[config.mk]
export PLATFORM = sky130hd
export DESIGN_NAME = cmr_regs
export DESIGN_NICKNAME = d
export VERILOG_FILES = /design/src/cmr_pkg.sv /design/src/cmr_grant_pick.sv /design/src/cmr_range_walker.sv /design/src/cmr_regs.sv
export VERILOG_INCLUDE_DIRS = /design/src
export SDC_FILE = /design/constraint.sdc
export NUM_CORES = 1
export LEC_CHECK = 0
export BUFFER_PORTS_ARGS = -buffer_cell sky130_fd_sc_hd__buf_2
export CORE_ASPECT_RATIO = 1.5
export CORE_MARGIN = 10
export CORE_UTILIZATION = 61
export DETAILED_ROUTE_END_ITERATION = 7
export PLACE_DENSITY = 0.91
export SYNTH_ARGS = -nofsm -noshare
export SYNTH_HDL_FRONTEND = slang
export SYNTH_HIERARCHICAL = 1
export SYNTH_SLANG_ARGS = --single-unit
[constraint.sdc]
create_clock -name CLOCK -period 3.2 [get_ports CLOCK]
set_input_delay 0.32 -clock CLOCK [delete_from_list [all_inputs] [get_ports CLOCK]]
set_output_delay 0.32 -clock CLOCK [all_outputs]
set_load 0.03 [all_outputs]
[src/cmr_defs.svh]
// offsets, field positions, reset values and widths of the cache maintenance range registers
`ifndef CMR_DEFS_SVH
`define CMR_DEFS_SVH

`define CMR_ADDR_W          6
`define CMR_DATA_W          32
`define CMR_CNT_W           16
`define CMR_N_OPS           4
`define CMR_WORD_BYTES      4

`define CMR_OFS_L2C_START   6'h00
`define CMR_OFS_L2C_COUNT   6'h04
`define CMR_OFS_L2F_START   6'h08
`define CMR_OFS_L2F_COUNT   6'h0c
`define CMR_OFS_PI_START    6'h10
`define CMR_OFS_PI_COUNT    6'h14
`define CMR_OFS_DF_START    6'h18
`define CMR_OFS_DF_COUNT    6'h1c
`define CMR_OFS_STATUS      6'h20
`define CMR_OFS_CTRL        6'h24
`define CMR_OFS_EVENT       6'h28

`define CMR_START_RST       32'h0000_0000
`define CMR_CNT_RST         16'h0000
`define CMR_CTRL_EN_RST     1'b1
`define CMR_EVT_RST         9'h000

`define CMR_CTRL_EN_BIT     0
`define CMR_CTRL_ABORT_BIT  1
`define CMR_STAT_PEND_LSB   0
`define CMR_STAT_ACT_LSB    4
`define CMR_STAT_BUSY_BIT   8
`define CMR_STAT_REM_LSB    16
`define CMR_EVT_DONE_LSB    0
`define CMR_EVT_ERR_LSB     4
`define CMR_EVT_ABORT_BIT   8
`define CMR_EVT_W           9

`endif

[src/cmr_pkg.sv]
// types shared by the cache maintenance range register bank
package cmr_pkg;

  typedef enum logic [1:0] {
    CMR_OP_L2_CLEAN,
    CMR_OP_L2_FLUSH,
    CMR_OP_PROG_INVAL,
    CMR_OP_DATA_FLUSH
  } cmr_op_t;

  typedef enum {
    CMR_SEQ_IDLE,
    CMR_SEQ_LAUNCH,
    CMR_SEQ_WALK
  } cmr_seq_t;

  typedef enum {
    CMR_WALK_IDLE,
    CMR_WALK_REQ
  } cmr_walk_t;

endpackage

[src/cmr_grant_pick.sv]
// lowest-index-first pick among pending maintenance requests
`timescale 1ns/1ps
module cmr_grant_pick #(
  parameter int N  = 4,
  parameter int IW = (N > 1) ? $clog2(N) : 1
) (
  input  wire logic [N-1:0]  req,
  output logic               any,
  output logic [IW-1:0]      idx,
  output logic [N-1:0]       onehot
);

  always_comb
  begin
    any    = 1'b0;
    idx    = '0;
    onehot = '0;
    // scan downward so the lowest index is the last to overwrite
    for (int i = N - 1; i >= 0; i--)
    begin
      if (req[i])
      begin
        any    = 1'b1;
        idx    = IW'(i);
        onehot = '0;
        onehot[i] = 1'b1;
      end
    end
  end

endmodule

[src/cmr_range_walker.sv]
// steps through an address range one word per accepted request
`timescale 1ns/1ps
`include "cmr_defs.svh"
module cmr_range_walker #(
  parameter int ADDR_W = `CMR_DATA_W,
  parameter int CNT_W  = `CMR_CNT_W,
  parameter int STEP   = `CMR_WORD_BYTES
) (
  input  wire logic              clk,
  input  wire logic              rst,
  input  wire logic              start,
  input  wire logic [ADDR_W-1:0] base,
  input  wire logic [CNT_W-1:0]  count,
  input  wire logic              abort,
  input  wire logic              req_ready,
  output logic                   req_valid,
  output logic [ADDR_W-1:0]      req_addr,
  output logic [CNT_W-1:0]       remain,
  output logic                   done,
  output logic                   aborted
);
  import cmr_pkg::*;

  cmr_walk_t state_reg;
  logic      last_word;

  assign last_word = (remain == CNT_W'(1));

  always_ff @(posedge clk)
  begin
    if (rst)
    begin
      state_reg <= CMR_WALK_IDLE;
      req_valid <= 1'b0;
      req_addr  <= '0;
      remain    <= '0;
      done      <= 1'b0;
      aborted   <= 1'b0;
    end
    else
    begin
      done    <= 1'b0;
      aborted <= 1'b0;
      case (state_reg)
        CMR_WALK_IDLE:
        begin
          if (start && (count != '0))
          begin
            state_reg <= CMR_WALK_REQ;
            req_valid <= 1'b1;
            req_addr  <= base;
            remain    <= count;
          end
        end
        CMR_WALK_REQ:
        begin
          // abort only at a word boundary so valid never drops unaccepted
          if (req_ready)
          begin
            if (last_word || abort)
            begin
              state_reg <= CMR_WALK_IDLE;
              req_valid <= 1'b0;
              remain    <= '0;
              done      <= 1'b1;
              aborted   <= abort && !last_word;
            end
            else
            begin
              req_addr <= req_addr + ADDR_W'(STEP);
              remain   <= remain - CNT_W'(1);
            end
          end
        end
        default:
        begin
          state_reg <= CMR_WALK_IDLE;
          req_valid <= 1'b0;
        end
      endcase
    end
  end

endmodule

[src/cmr_regs.sv]
// register bank and launcher for range-based cache maintenance operations
`timescale 1ns/1ps
`include "cmr_defs.svh"
module cmr_regs (
  input  wire logic                   CLOCK,
  input  wire logic                   RESET,
  input  wire logic [5:0]             AVS_ADDRESS,
  input  wire logic                   AVS_READ,
  input  wire logic                   AVS_WRITE,
  input  wire logic [31:0]            AVS_WRITEDATA,
  input  wire logic [3:0]             AVS_BYTEENABLE,
  output logic      [31:0]            AVS_READDATA,
  output logic                        AVS_WAITREQUEST,
  output logic                        MAINT_VALID,
  input  wire logic                   MAINT_READY,
  output logic      [31:0]            MAINT_ADDR,
  output cmr_pkg::cmr_op_t            MAINT_OP,
  output logic                        MAINT_DONE,
  output logic                        MAINT_BUSY
);
  import cmr_pkg::*;

  localparam int N  = `CMR_N_OPS;
  localparam int CW = `CMR_CNT_W;
  localparam int DW = `CMR_DATA_W;

  localparam logic [5:0] START_OFS [N] = '{`CMR_OFS_L2C_START, `CMR_OFS_L2F_START,
                                           `CMR_OFS_PI_START, `CMR_OFS_DF_START};
  localparam logic [5:0] COUNT_OFS [N] = '{`CMR_OFS_L2C_COUNT, `CMR_OFS_L2F_COUNT,
                                           `CMR_OFS_PI_COUNT, `CMR_OFS_DF_COUNT};

  // registers
  logic [DW-1:0]          start_reg [N];
  logic [CW-1:0]          count_reg [N];
  logic [N-1:0]           pend_reg;
  logic                   en_reg;
  logic                   abort_reg;
  logic [`CMR_EVT_W-1:0]  evt_reg;
  logic [`CMR_EVT_W-1:0]  evt_next;
  logic                   wait_reg;
  logic [DW-1:0]          rdata_reg;
  cmr_seq_t               seq_reg;
  cmr_op_t                op_reg;
  logic                   busy_reg;
  logic                   launch_reg;
  logic [DW-1:0]          snap_base_reg;
  logic [CW-1:0]          snap_cnt_reg;

  // bus decode
  logic [5:0]             word_ofs;
  logic                   wr_fire;
  logic                   blocked;
  logic [DW-1:0]          rd_mux;
  logic [N-1:0]           hit_start;
  logic [N-1:0]           hit_count;
  logic [DW-1:0]          merged_start [N];
  logic [DW-1:0]          merged_count [N];
  logic [N-1:0]           set_pend;
  logic [N-1:0]           set_err;
  logic [N-1:0]           act_vec;

  // arbitration and walker
  logic                   pick_any;
  logic [1:0]             pick_idx;
  logic [N-1:0]           pick_onehot;
  logic [N-1:0]           grant_vec;
  logic                   walk_valid;
  logic [DW-1:0]          walk_addr;
  logic [CW-1:0]          walk_remain;
  logic                   walk_done;
  logic                   walk_aborted;

  function automatic logic [DW-1:0] be_merge(input logic [DW-1:0] old_v,
                                             input logic [DW-1:0] new_v,
                                             input logic [3:0]    be);
    logic [DW-1:0] res;
    res = old_v;
    for (int b = 0; b < 4; b++)
    begin
      if (be[b])
      begin
        res[b*8 +: 8] = new_v[b*8 +: 8];
      end
    end
    return res;
  endfunction

  // byte address; the two low bits are ignored, registers are aligned words
  assign word_ofs = {AVS_ADDRESS[5:2], 2'b00};
  assign wr_fire  = AVS_WRITE && !wait_reg;

  genvar ch;
  generate
    for (ch = 0; ch < N; ch++)
    begin : g_chan
      assign hit_start[ch]    = (word_ofs == START_OFS[ch]);
      assign hit_count[ch]    = (word_ofs == COUNT_OFS[ch]);
      assign merged_start[ch] = be_merge(start_reg[ch], AVS_WRITEDATA, AVS_BYTEENABLE);
      assign merged_count[ch] = be_merge({16'h0000, count_reg[ch]}, AVS_WRITEDATA, AVS_BYTEENABLE);
      assign act_vec[ch]      = busy_reg && (op_reg == cmr_op_t'(ch));
      assign set_pend[ch]     = wr_fire && hit_count[ch] && (merged_count[ch][CW-1:0] != '0);
      // nonzero upper count bits are flagged, never stored
      assign set_err[ch]      = wr_fire && hit_count[ch] && (merged_count[ch][DW-1:CW] != '0);

      always_ff @(posedge CLOCK)
      begin
        if (RESET)
        begin
          start_reg[ch] <= `CMR_START_RST;
        end
        else if (wr_fire && hit_start[ch])
        begin
          start_reg[ch] <= merged_start[ch];
        end
      end

      always_ff @(posedge CLOCK)
      begin
        if (RESET)
        begin
          count_reg[ch] <= `CMR_CNT_RST;
        end
        else if (wr_fire && hit_count[ch])
        begin
          count_reg[ch] <= merged_count[ch][CW-1:0];
        end
      end
    end
  endgenerate

  // a count write to a channel still queued or running is stalled, not dropped
  assign blocked = AVS_WRITE && ((hit_count & (pend_reg | act_vec)) != '0);

  always_ff @(posedge CLOCK)
  begin
    if (RESET)
    begin
      wait_reg <= 1'b1;
    end
    else if ((AVS_READ || AVS_WRITE) && wait_reg && !blocked)
    begin
      wait_reg <= 1'b0;
    end
    else
    begin
      wait_reg <= 1'b1;
    end
  end

  always_comb
  begin
    rd_mux = '0;
    for (int i = 0; i < N; i++)
    begin
      if (hit_start[i])
      begin
        rd_mux = start_reg[i];
      end
      if (hit_count[i])
      begin
        rd_mux = {16'h0000, count_reg[i]};
      end
    end
    if (word_ofs == `CMR_OFS_STATUS)
    begin
      rd_mux = '0;
      rd_mux[`CMR_STAT_PEND_LSB +: N]  = pend_reg;
      rd_mux[`CMR_STAT_ACT_LSB +: N]   = act_vec;
      rd_mux[`CMR_STAT_BUSY_BIT]       = busy_reg;
      rd_mux[`CMR_STAT_REM_LSB +: CW]  = walk_remain;
    end
    if (word_ofs == `CMR_OFS_CTRL)
    begin
      rd_mux = '0;
      rd_mux[`CMR_CTRL_EN_BIT]    = en_reg;
      rd_mux[`CMR_CTRL_ABORT_BIT] = abort_reg;
    end
    if (word_ofs == `CMR_OFS_EVENT)
    begin
      rd_mux = '0;
      rd_mux[`CMR_EVT_W-1:0] = evt_reg;
    end
  end

  // reloaded during every wait cycle so the word is settled at the answering edge
  always_ff @(posedge CLOCK)
  begin
    if (RESET)
    begin
      rdata_reg <= '0;
    end
    else if (AVS_READ && wait_reg)
    begin
      rdata_reg <= rd_mux;
    end
  end

  always_ff @(posedge CLOCK)
  begin
    if (RESET)
    begin
      en_reg <= `CMR_CTRL_EN_RST;
    end
    else if (wr_fire && (word_ofs == `CMR_OFS_CTRL) && AVS_BYTEENABLE[0])
    begin
      en_reg <= AVS_WRITEDATA[`CMR_CTRL_EN_BIT];
    end
  end

  // abort is only accepted while an operation runs and ends with it
  always_ff @(posedge CLOCK)
  begin
    if (RESET)
    begin
      abort_reg <= 1'b0;
    end
    else if (!busy_reg || walk_done)
    begin
      abort_reg <= 1'b0;
    end
    else if (wr_fire && (word_ofs == `CMR_OFS_CTRL) && AVS_BYTEENABLE[0]
             && AVS_WRITEDATA[`CMR_CTRL_ABORT_BIT])
    begin
      abort_reg <= 1'b1;
    end
  end

  // pending: a new set wins over the grant that clears it
  assign grant_vec = (seq_reg == CMR_SEQ_IDLE && en_reg && pick_any) ? pick_onehot : '0;

  always_ff @(posedge CLOCK)
  begin
    if (RESET)
    begin
      pend_reg <= '0;
    end
    else
    begin
      pend_reg <= (pend_reg & ~grant_vec) | set_pend;
    end
  end

  cmr_grant_pick #(
    .N      (N),
    .IW     (2)
  ) u_pick (
    .req    (pend_reg),
    .any    (pick_any),
    .idx    (pick_idx),
    .onehot (pick_onehot)
  );

  always_ff @(posedge CLOCK)
  begin
    if (RESET)
    begin
      seq_reg       <= CMR_SEQ_IDLE;
      op_reg        <= CMR_OP_L2_CLEAN;
      busy_reg      <= 1'b0;
      launch_reg    <= 1'b0;
      snap_base_reg <= '0;
      snap_cnt_reg  <= '0;
    end
    else
    begin
      launch_reg <= 1'b0;
      case (seq_reg)
        CMR_SEQ_IDLE:
        begin
          if (en_reg && pick_any)
          begin
            // base and count are captured here, later start writes do not disturb the walk
            seq_reg       <= CMR_SEQ_LAUNCH;
            op_reg        <= cmr_op_t'(pick_idx);
            busy_reg      <= 1'b1;
            launch_reg    <= 1'b1;
            snap_base_reg <= start_reg[pick_idx];
            snap_cnt_reg  <= count_reg[pick_idx];
          end
        end
        CMR_SEQ_LAUNCH:
        begin
          seq_reg <= CMR_SEQ_WALK;
        end
        CMR_SEQ_WALK:
        begin
          if (walk_done)
          begin
            seq_reg  <= CMR_SEQ_IDLE;
            busy_reg <= 1'b0;
          end
        end
        default:
        begin
          seq_reg  <= CMR_SEQ_IDLE;
          busy_reg <= 1'b0;
        end
      endcase
    end
  end

  cmr_range_walker #(
    .ADDR_W    (DW),
    .CNT_W     (CW),
    .STEP      (`CMR_WORD_BYTES)
  ) u_walk (
    .clk       (CLOCK),
    .rst       (RESET),
    .start     (launch_reg),
    .base      (snap_base_reg),
    .count     (snap_cnt_reg),
    .abort     (abort_reg),
    .req_ready (MAINT_READY),
    .req_valid (walk_valid),
    .req_addr  (walk_addr),
    .remain    (walk_remain),
    .done      (walk_done),
    .aborted   (walk_aborted)
  );

  // event flags: write one to clear, a same-cycle set wins
  always_comb
  begin
    evt_next = evt_reg;
    if (wr_fire && (word_ofs == `CMR_OFS_EVENT))
    begin
      evt_next = evt_reg & ~`CMR_EVT_W'(be_merge('0, AVS_WRITEDATA, AVS_BYTEENABLE));
    end
    evt_next[`CMR_EVT_ERR_LSB +: N] = evt_next[`CMR_EVT_ERR_LSB +: N] | set_err;
    if (walk_done)
    begin
      evt_next[`CMR_EVT_DONE_LSB + 32'(op_reg)] = 1'b1;
    end
    if (walk_aborted)
    begin
      evt_next[`CMR_EVT_ABORT_BIT] = 1'b1;
    end
  end

  always_ff @(posedge CLOCK)
  begin
    if (RESET)
    begin
      evt_reg <= `CMR_EVT_RST;
    end
    else
    begin
      evt_reg <= evt_next;
    end
  end

  assign AVS_READDATA    = rdata_reg;
  assign AVS_WAITREQUEST = wait_reg;
  assign MAINT_VALID     = walk_valid;
  assign MAINT_ADDR      = walk_addr;
  assign MAINT_OP        = op_reg;
  assign MAINT_DONE      = walk_done;
  assign MAINT_BUSY      = busy_reg;

endmodule

## Yosys cells after proc, flatten, opt, wreduce, memory -nomap -nowiden

Memories as Yosys holds them, arrays and structs flattened. A register that Yosys moved wholly into a read port is not among the register bits.
Index checks and enable logic that the tools add are counted.

| word-level totals | value |
|---|---|
| register bits after elaboration | 167 |
| bits in writable memories | 192 |
| input bits | 47 |
| word-level logic and storage cells | 250 |
| memories | 2 |

| operators by class | value |
|---|---|
| add/sub/neg operators | 2 |
| $lt $le $gt $ge | 2 |
| eq/ne operators | 23 |
| multiplexer cells | 118 |
| bitwise operators | 22 |
| reductions and logical operators | 65 |

Memories:

| name | depth | bits a word | rd ports | clocked after memory_dff | wr ports | line | RTL |
|---|---|---|---|---|---|---|---|
| start_reg | 4 | 32 | 5 | 1 | 4 | cmr_regs.sv:33 | `logic [DW-1:0] start_reg [N];` |
| count_reg | 4 | 16 | 5 | 1 | 4 | cmr_regs.sv:34 | `logic [CW-1:0] count_reg [N];` |

Operators by type and width:

| operator | count |
|---|---|
| $mux 32 | 23 |
| $mux 8 | 28 |
| $pmux 32 s2 | 2 |
| $mux 16 | 7 |
| $logic_not 32->1 | 3 |
| $pmux 32 s3 | 1 |
| $reduce_bool 16->1 | 6 |
| $eq 32x1->1 const B | 2 |
| $mux 1 | 42 |
| $logic_and 1x1->1 | 35 |
| $add 32x3->32 const B | 1 |
| $eq 32x2->1 const B | 1 |
| $pmux 16 s2 | 1 |
| $mux 4 | 5 |
| $mux 9 | 2 |
| $eq 16x1->1 const B | 1 |
| $eq 4x3->1 const B | 4 |
| $sub 16x1->16 const B | 1 |
| $eq 4x4->1 const B | 3 |
| $or 4x4->4 | 3 |
| $and 9x9->9 | 1 |
| $not 9->9 | 1 |
| $or 9x4->9 | 1 |
| $reduce_and 3->1 | 3 |
| other kinds (27) | 55 |

## Depth between registers and ports, before layout

| depth | value |
|---|---|
| depth in word-level cells | 12 |
| gate-level depth with buffers | 10 |
| depth with buffers taken out | 8 |

## By module

The synthesis kept the hierarchy.

By module, submodules not included:

| module | times used | cells each | area an instance (sq um) |
|---|---|---|---|
| cmr_regs | 1 | 1,395 | 15,008.1 |
| cmr_range_walker | 1 | 401 | 3,164.3 |
| cmr_grant_pick | 1 | 11 | 61.3 |

## Least setup slack after synthesis

Ideal clock, no wire load.

| timing | value |
|---|---|
| path type | input port to flip-flop |
| start | in AVS_ADDRESS[5] |
| end | mem count_reg[3][0] (netlist bit) (enable) |
| library setup time | 0.411 ns |
| data arrival time | 2.169 ns |
| path slack | 0.619 ns |
| stages on the path | 5 |
| path buffers | 2 |
| path through | buf_2 > and2b_1 > buf_4 > nand2_1 > o21ai_0 |

RTL lines:

| item | line | RTL |
|---|---|---|
| start, declared | cmr_regs.sv:7 | `input wire logic [5:0] AVS_ADDRESS,` |
| end, declared | cmr_regs.sv:34 |  |

## Final worst setup path

| timing | value |
|---|---|
| start | reg snap_cnt_reg[14] (read register of count_reg) |
| end | reg u_walk.req_addr[31] |

| between the ends | value |
|---|---|
| cells in the longest elaborated chain, start to end | 4 |

RTL lines:

| item | line | RTL |
|---|---|---|
| start, declared | cmr_regs.sv:47 | `logic [CW-1:0] snap_cnt_reg;` |
| $reduce_bool 16->1 | cmr_range_walker.sv:47 | `if (start && (count != '0))` |
| $logic_and 1x1->1 | cmr_range_walker.sv:47 |  |
| $ne 2x1->1 (no source line) | -- |  |
| $reduce_and 4->1 (no source line) | -- |  |
| end signal, assigned | cmr_range_walker.sv:51 | `req_addr <= base;` |
| end signal, assigned | cmr_range_walker.sv:70 | `req_addr <= req_addr + ADDR_W'(STEP);` |
| end, declared | cmr_range_walker.sv:17 | `output logic [ADDR_W-1:0] req_addr,` |

Every way passes these cells.
A chain may end at the register's enable or synchronous reset.

==> impl_results.md <==
* CP max FO at 18
* Total negative slack at 0 ns
* Final setup vio count at 0
* Final total power at 0.009874 W
* GRT Residual Overflow at 0
* Die W at 161.2 µm
* Total CTS buffers at 35
* Worst min-delay path class: in2reg
* Max-slew violation count at 0
* Hold path start: AVS_READ
* Reg2reg path depth at 6
* Layout cell share with drive strength beyond 1 at 15.89%
* Flops & latches, synth at 345
* Max Root-Sink Buffers at 3
* Unrepaired setup endpoints after global routing: no
* WL met3 at 6679 µm
* Pleak at 7.197 nW
* Area Overhead vs Synth at 10.55%
* Most frequent cells in the layout: a21oi_1, edfxtp_1, nand2_1, dfxtp_1, and2_1
* FF-to-FF End: u_walk/req_addr[31]
* Hold path endpoint: AVS_WAITREQUEST
* Worst flop-to-flop path startpoint: snap_cnt_reg[14]
* Clk_skew at 0.01828 ns
* Die H at 231.8 µm
* Final net count at 1,905
* Initial DRC Count at 2,508
* Final Hold Fails at 0
* Gr usage total at 31.78%
* Clock-pin slew on the worst setup and hold paths at 0.06 ns
* CP Cell Sequence: nor4_1, a41oi_4, a21oi_2, buf_4, a22oi_1, a31oi_1
* Crit path max-delay cell type: nor4_1
* Detailed-route wire length at 61,480 µm
* Setup CP Type: reg2reg
* Highest routed layer: met4
* Post-route DRC at 0
* Mapped Area at 0.01823 mm²
* Worst-margin pin slew at 1.213 ns
* Fmax at 389.7 MHz
* WL/cell at 26.98 µm
* Number of global-route vias before repair at 15,390
* Row count at 77
* H-Tree Level Count at 2
* R2R setup slack at 0.63 ns
* Number of synthesized flops with an enable pin at 192
* Fin crit share at 80.19%
* Clk_lat worst skew at 0.55 ns
* Clock Sinks at 345
* Avg Cell Area, Syn at 10.09 µm²
* Post-cts sizing count at 0
* Drt via density at 7.028
* Initial Utilization at 61.85%
* Met2 wire length at 29,160 µm
* ANT nets after route at 0
* P per Cell Area at 489.8 mW/mm²
* Status: finished clean
* Number of port buffers at 114
* Synthesized net count at 1,857
* IR Drop Worst-Case VDD at 461.7 µV
* Ys Warns at 6
* GP Congestion at 1.048
* Area of the die at 0.03735 mm²
* Synth Flop Type: edfxtp_1
* CTS tree: done
* Cts-stage hold buffer count at 0
* Detailed Routing Iterations Pass 1 at 6
* Buf+Inv Stages, Crit Path at 1
* First-pass GRT wire length at 92,190 µm
* CP arrival at 3.03 ns
* Initial antenna violation count at 0
* Post-synthesis cell type count at 92
* Critical path startpoint category: flip-flop
* Met1 Wirelength at 20,690 µm
* Sequential area share after synthesis at 48.42%
* Fill cells at 2,226
* Family with the most delay on the worst path: compound AO/OA/AOI/OAI gates
* Hpwl dp at 42,840 µm
* Cells after Synth at 1,807
* Max reg flops at 128
* Worst Setup End Kind: flip-flop
* Post-CTS Setup Inserts at 0
* Normalized max-slew margin at 18.70%
* Asr flop ratio synth at 0%
* CP max stage delay at 0.73 ns
* Routed via count at 16,020
* Pin count of the biggest net entering global routing at 61
* WP data required at 3.66 ns
* Core ar. at 0.02948 mm²
* MaxCap Viol Count at 0
* Min Tclk post-route at 2.566 ns
* WHS Path Cells at 2
* Root Driver: clkbuf_16
* IO Pins at 117
## worst register-to-register path, cell delays in order (launching register included)
cell and delay [ns]:
dfxtp_1 0.33, nor4_1 0.73, a41oi_4 0.23, a21oi_2 0.51, buf_4 0.36, a22oi_1 0.12
a31oi_1 0.20
## power by group
part | internal [W] | switching, W | total (W)
registers | 0.00479 | 0.000118 | 0.00491
clock network | 0.00232 | 0.00181 | 0.00414
logic | 0.000268 | 0.000564 | 0.000833
total | 0.00738 | 0.00250 | 0.00987
## per-stage QoR
| step | hold WS (ns) | area, µm² | utilization [%] | setup slack (ns) | std cells |
|---|---|---|---|---|---|
| floorplan | 0.4108 | 18230 | - | 0.6194 | 1807 |
| global route | 0.07394 | 20150 | 68.36 | 0.4960 | 2277 |
| CTS | 0.03134 | 20150 | 68.36 | 0.6761 | 2277 |
| detailed placement | 0.4439 | 19000 | 64.46 | 0.7070 | 2213 |
| finish | 0.03723 | 20160 | 68.38 | 0.6339 | 2279 |
| global placement | 0.4262 | 19000 | 64.46 | 0.7558 | 2213 |
## logic make-up (layout without fill, tap and decap cells)
| family | after synthesis | count (layout) | share of synthesized area, % |
|---|---|---|---|
| simple gates | 674 | 674 | 19.84 |
| xor+xnor | 3 | 3 | 0.1441 |
| fa+ha+maj | 3 | 3 | 0.2059 |
| flops | 345 | 345 | 48.42 |
| buf+inv | 165 | 240 | 4.371 |
| other cells | 0 | 2 | 0 |
| mux | 134 | 134 | 10.33 |
| compound gates | 483 | 483 | 16.69 |
## cell usage after synthesis, drive strengths merged (8+ instances only)
library cell / count / share of area, %
a22oi: 18 / 0.74
o21ai: 73 / 2.0
nand2b: 73 / 2.5
nor4: 22 / 0.92
mux4: 43 / 5.3
and3: 19 / 0.69
inv: 15 / 0.31
clkbuf: 79 / 1.7
a21oi: 194 / 5.3
nor3: 36 / 1.0
dfxtp: 153 / 17
a31oi: 13 / 0.45
nand3: 26 / 0.78
buf: 69 / 2.4
nor2: 113 / 2.5
or4: 8 / 0.33
a221oi: 8 / 0.38
o32ai: 13 / 0.67
nor2b: 12 / 0.41
a21o: 18 / 0.74
a211oi: 11 / 0.45
and2: 138 / 4.8
mux2i: 88 / 4.8
a22o: 16 / 0.77
o31ai: 10 / 0.41
nand4: 21 / 0.80
o22ai: 42 / 1.4
edfxtp: 192 / 32
o2bb2ai: 10 / 0.48
nand2: 173 / 3.6
## final cells by class
type	instances	area (µm²)	area share, %
well taps	395	494.2	2.452
clock inverters	21	193.9	0.9621
clock buffers	43	957.2	4.748
flip-flops and latches	345	8828	43.80
multi-input cells	1297	8667	43.00
diodes	2	5.005	0.02483
inverters	17	63.81	0.3166
repair buffers	159	948.4	4.705
## worst max path at each step
stage | start | end | slack, ns | cells after the start
floorplan | AVS_ADDRESS[5] | count_reg[3][0] | 0.62 | 5
global route | u_walk/remain[0] | u_walk/req_addr[31] | 0.50 | 7
detailed placement | snap_cnt_reg[14] | u_walk/req_addr[31] | 0.71 | 6
CTS | u_walk/remain[0] | u_walk/req_addr[31] | 0.68 | 7
finish | snap_cnt_reg[14] | u_walk/req_addr[31] | 0.63 | 6
global placement | AVS_ADDRESS[3] | start_reg[1][20] | 0.76 | 5
## layer usage
layer  up-vias  GRT usage, %
met5         -             0
met1      7604         36.90
met4         0         22.35
met2      1264         51.27
met3       318         7.221
li1       6831             -
Note: power is estimated with default switching activity, not from simulation.
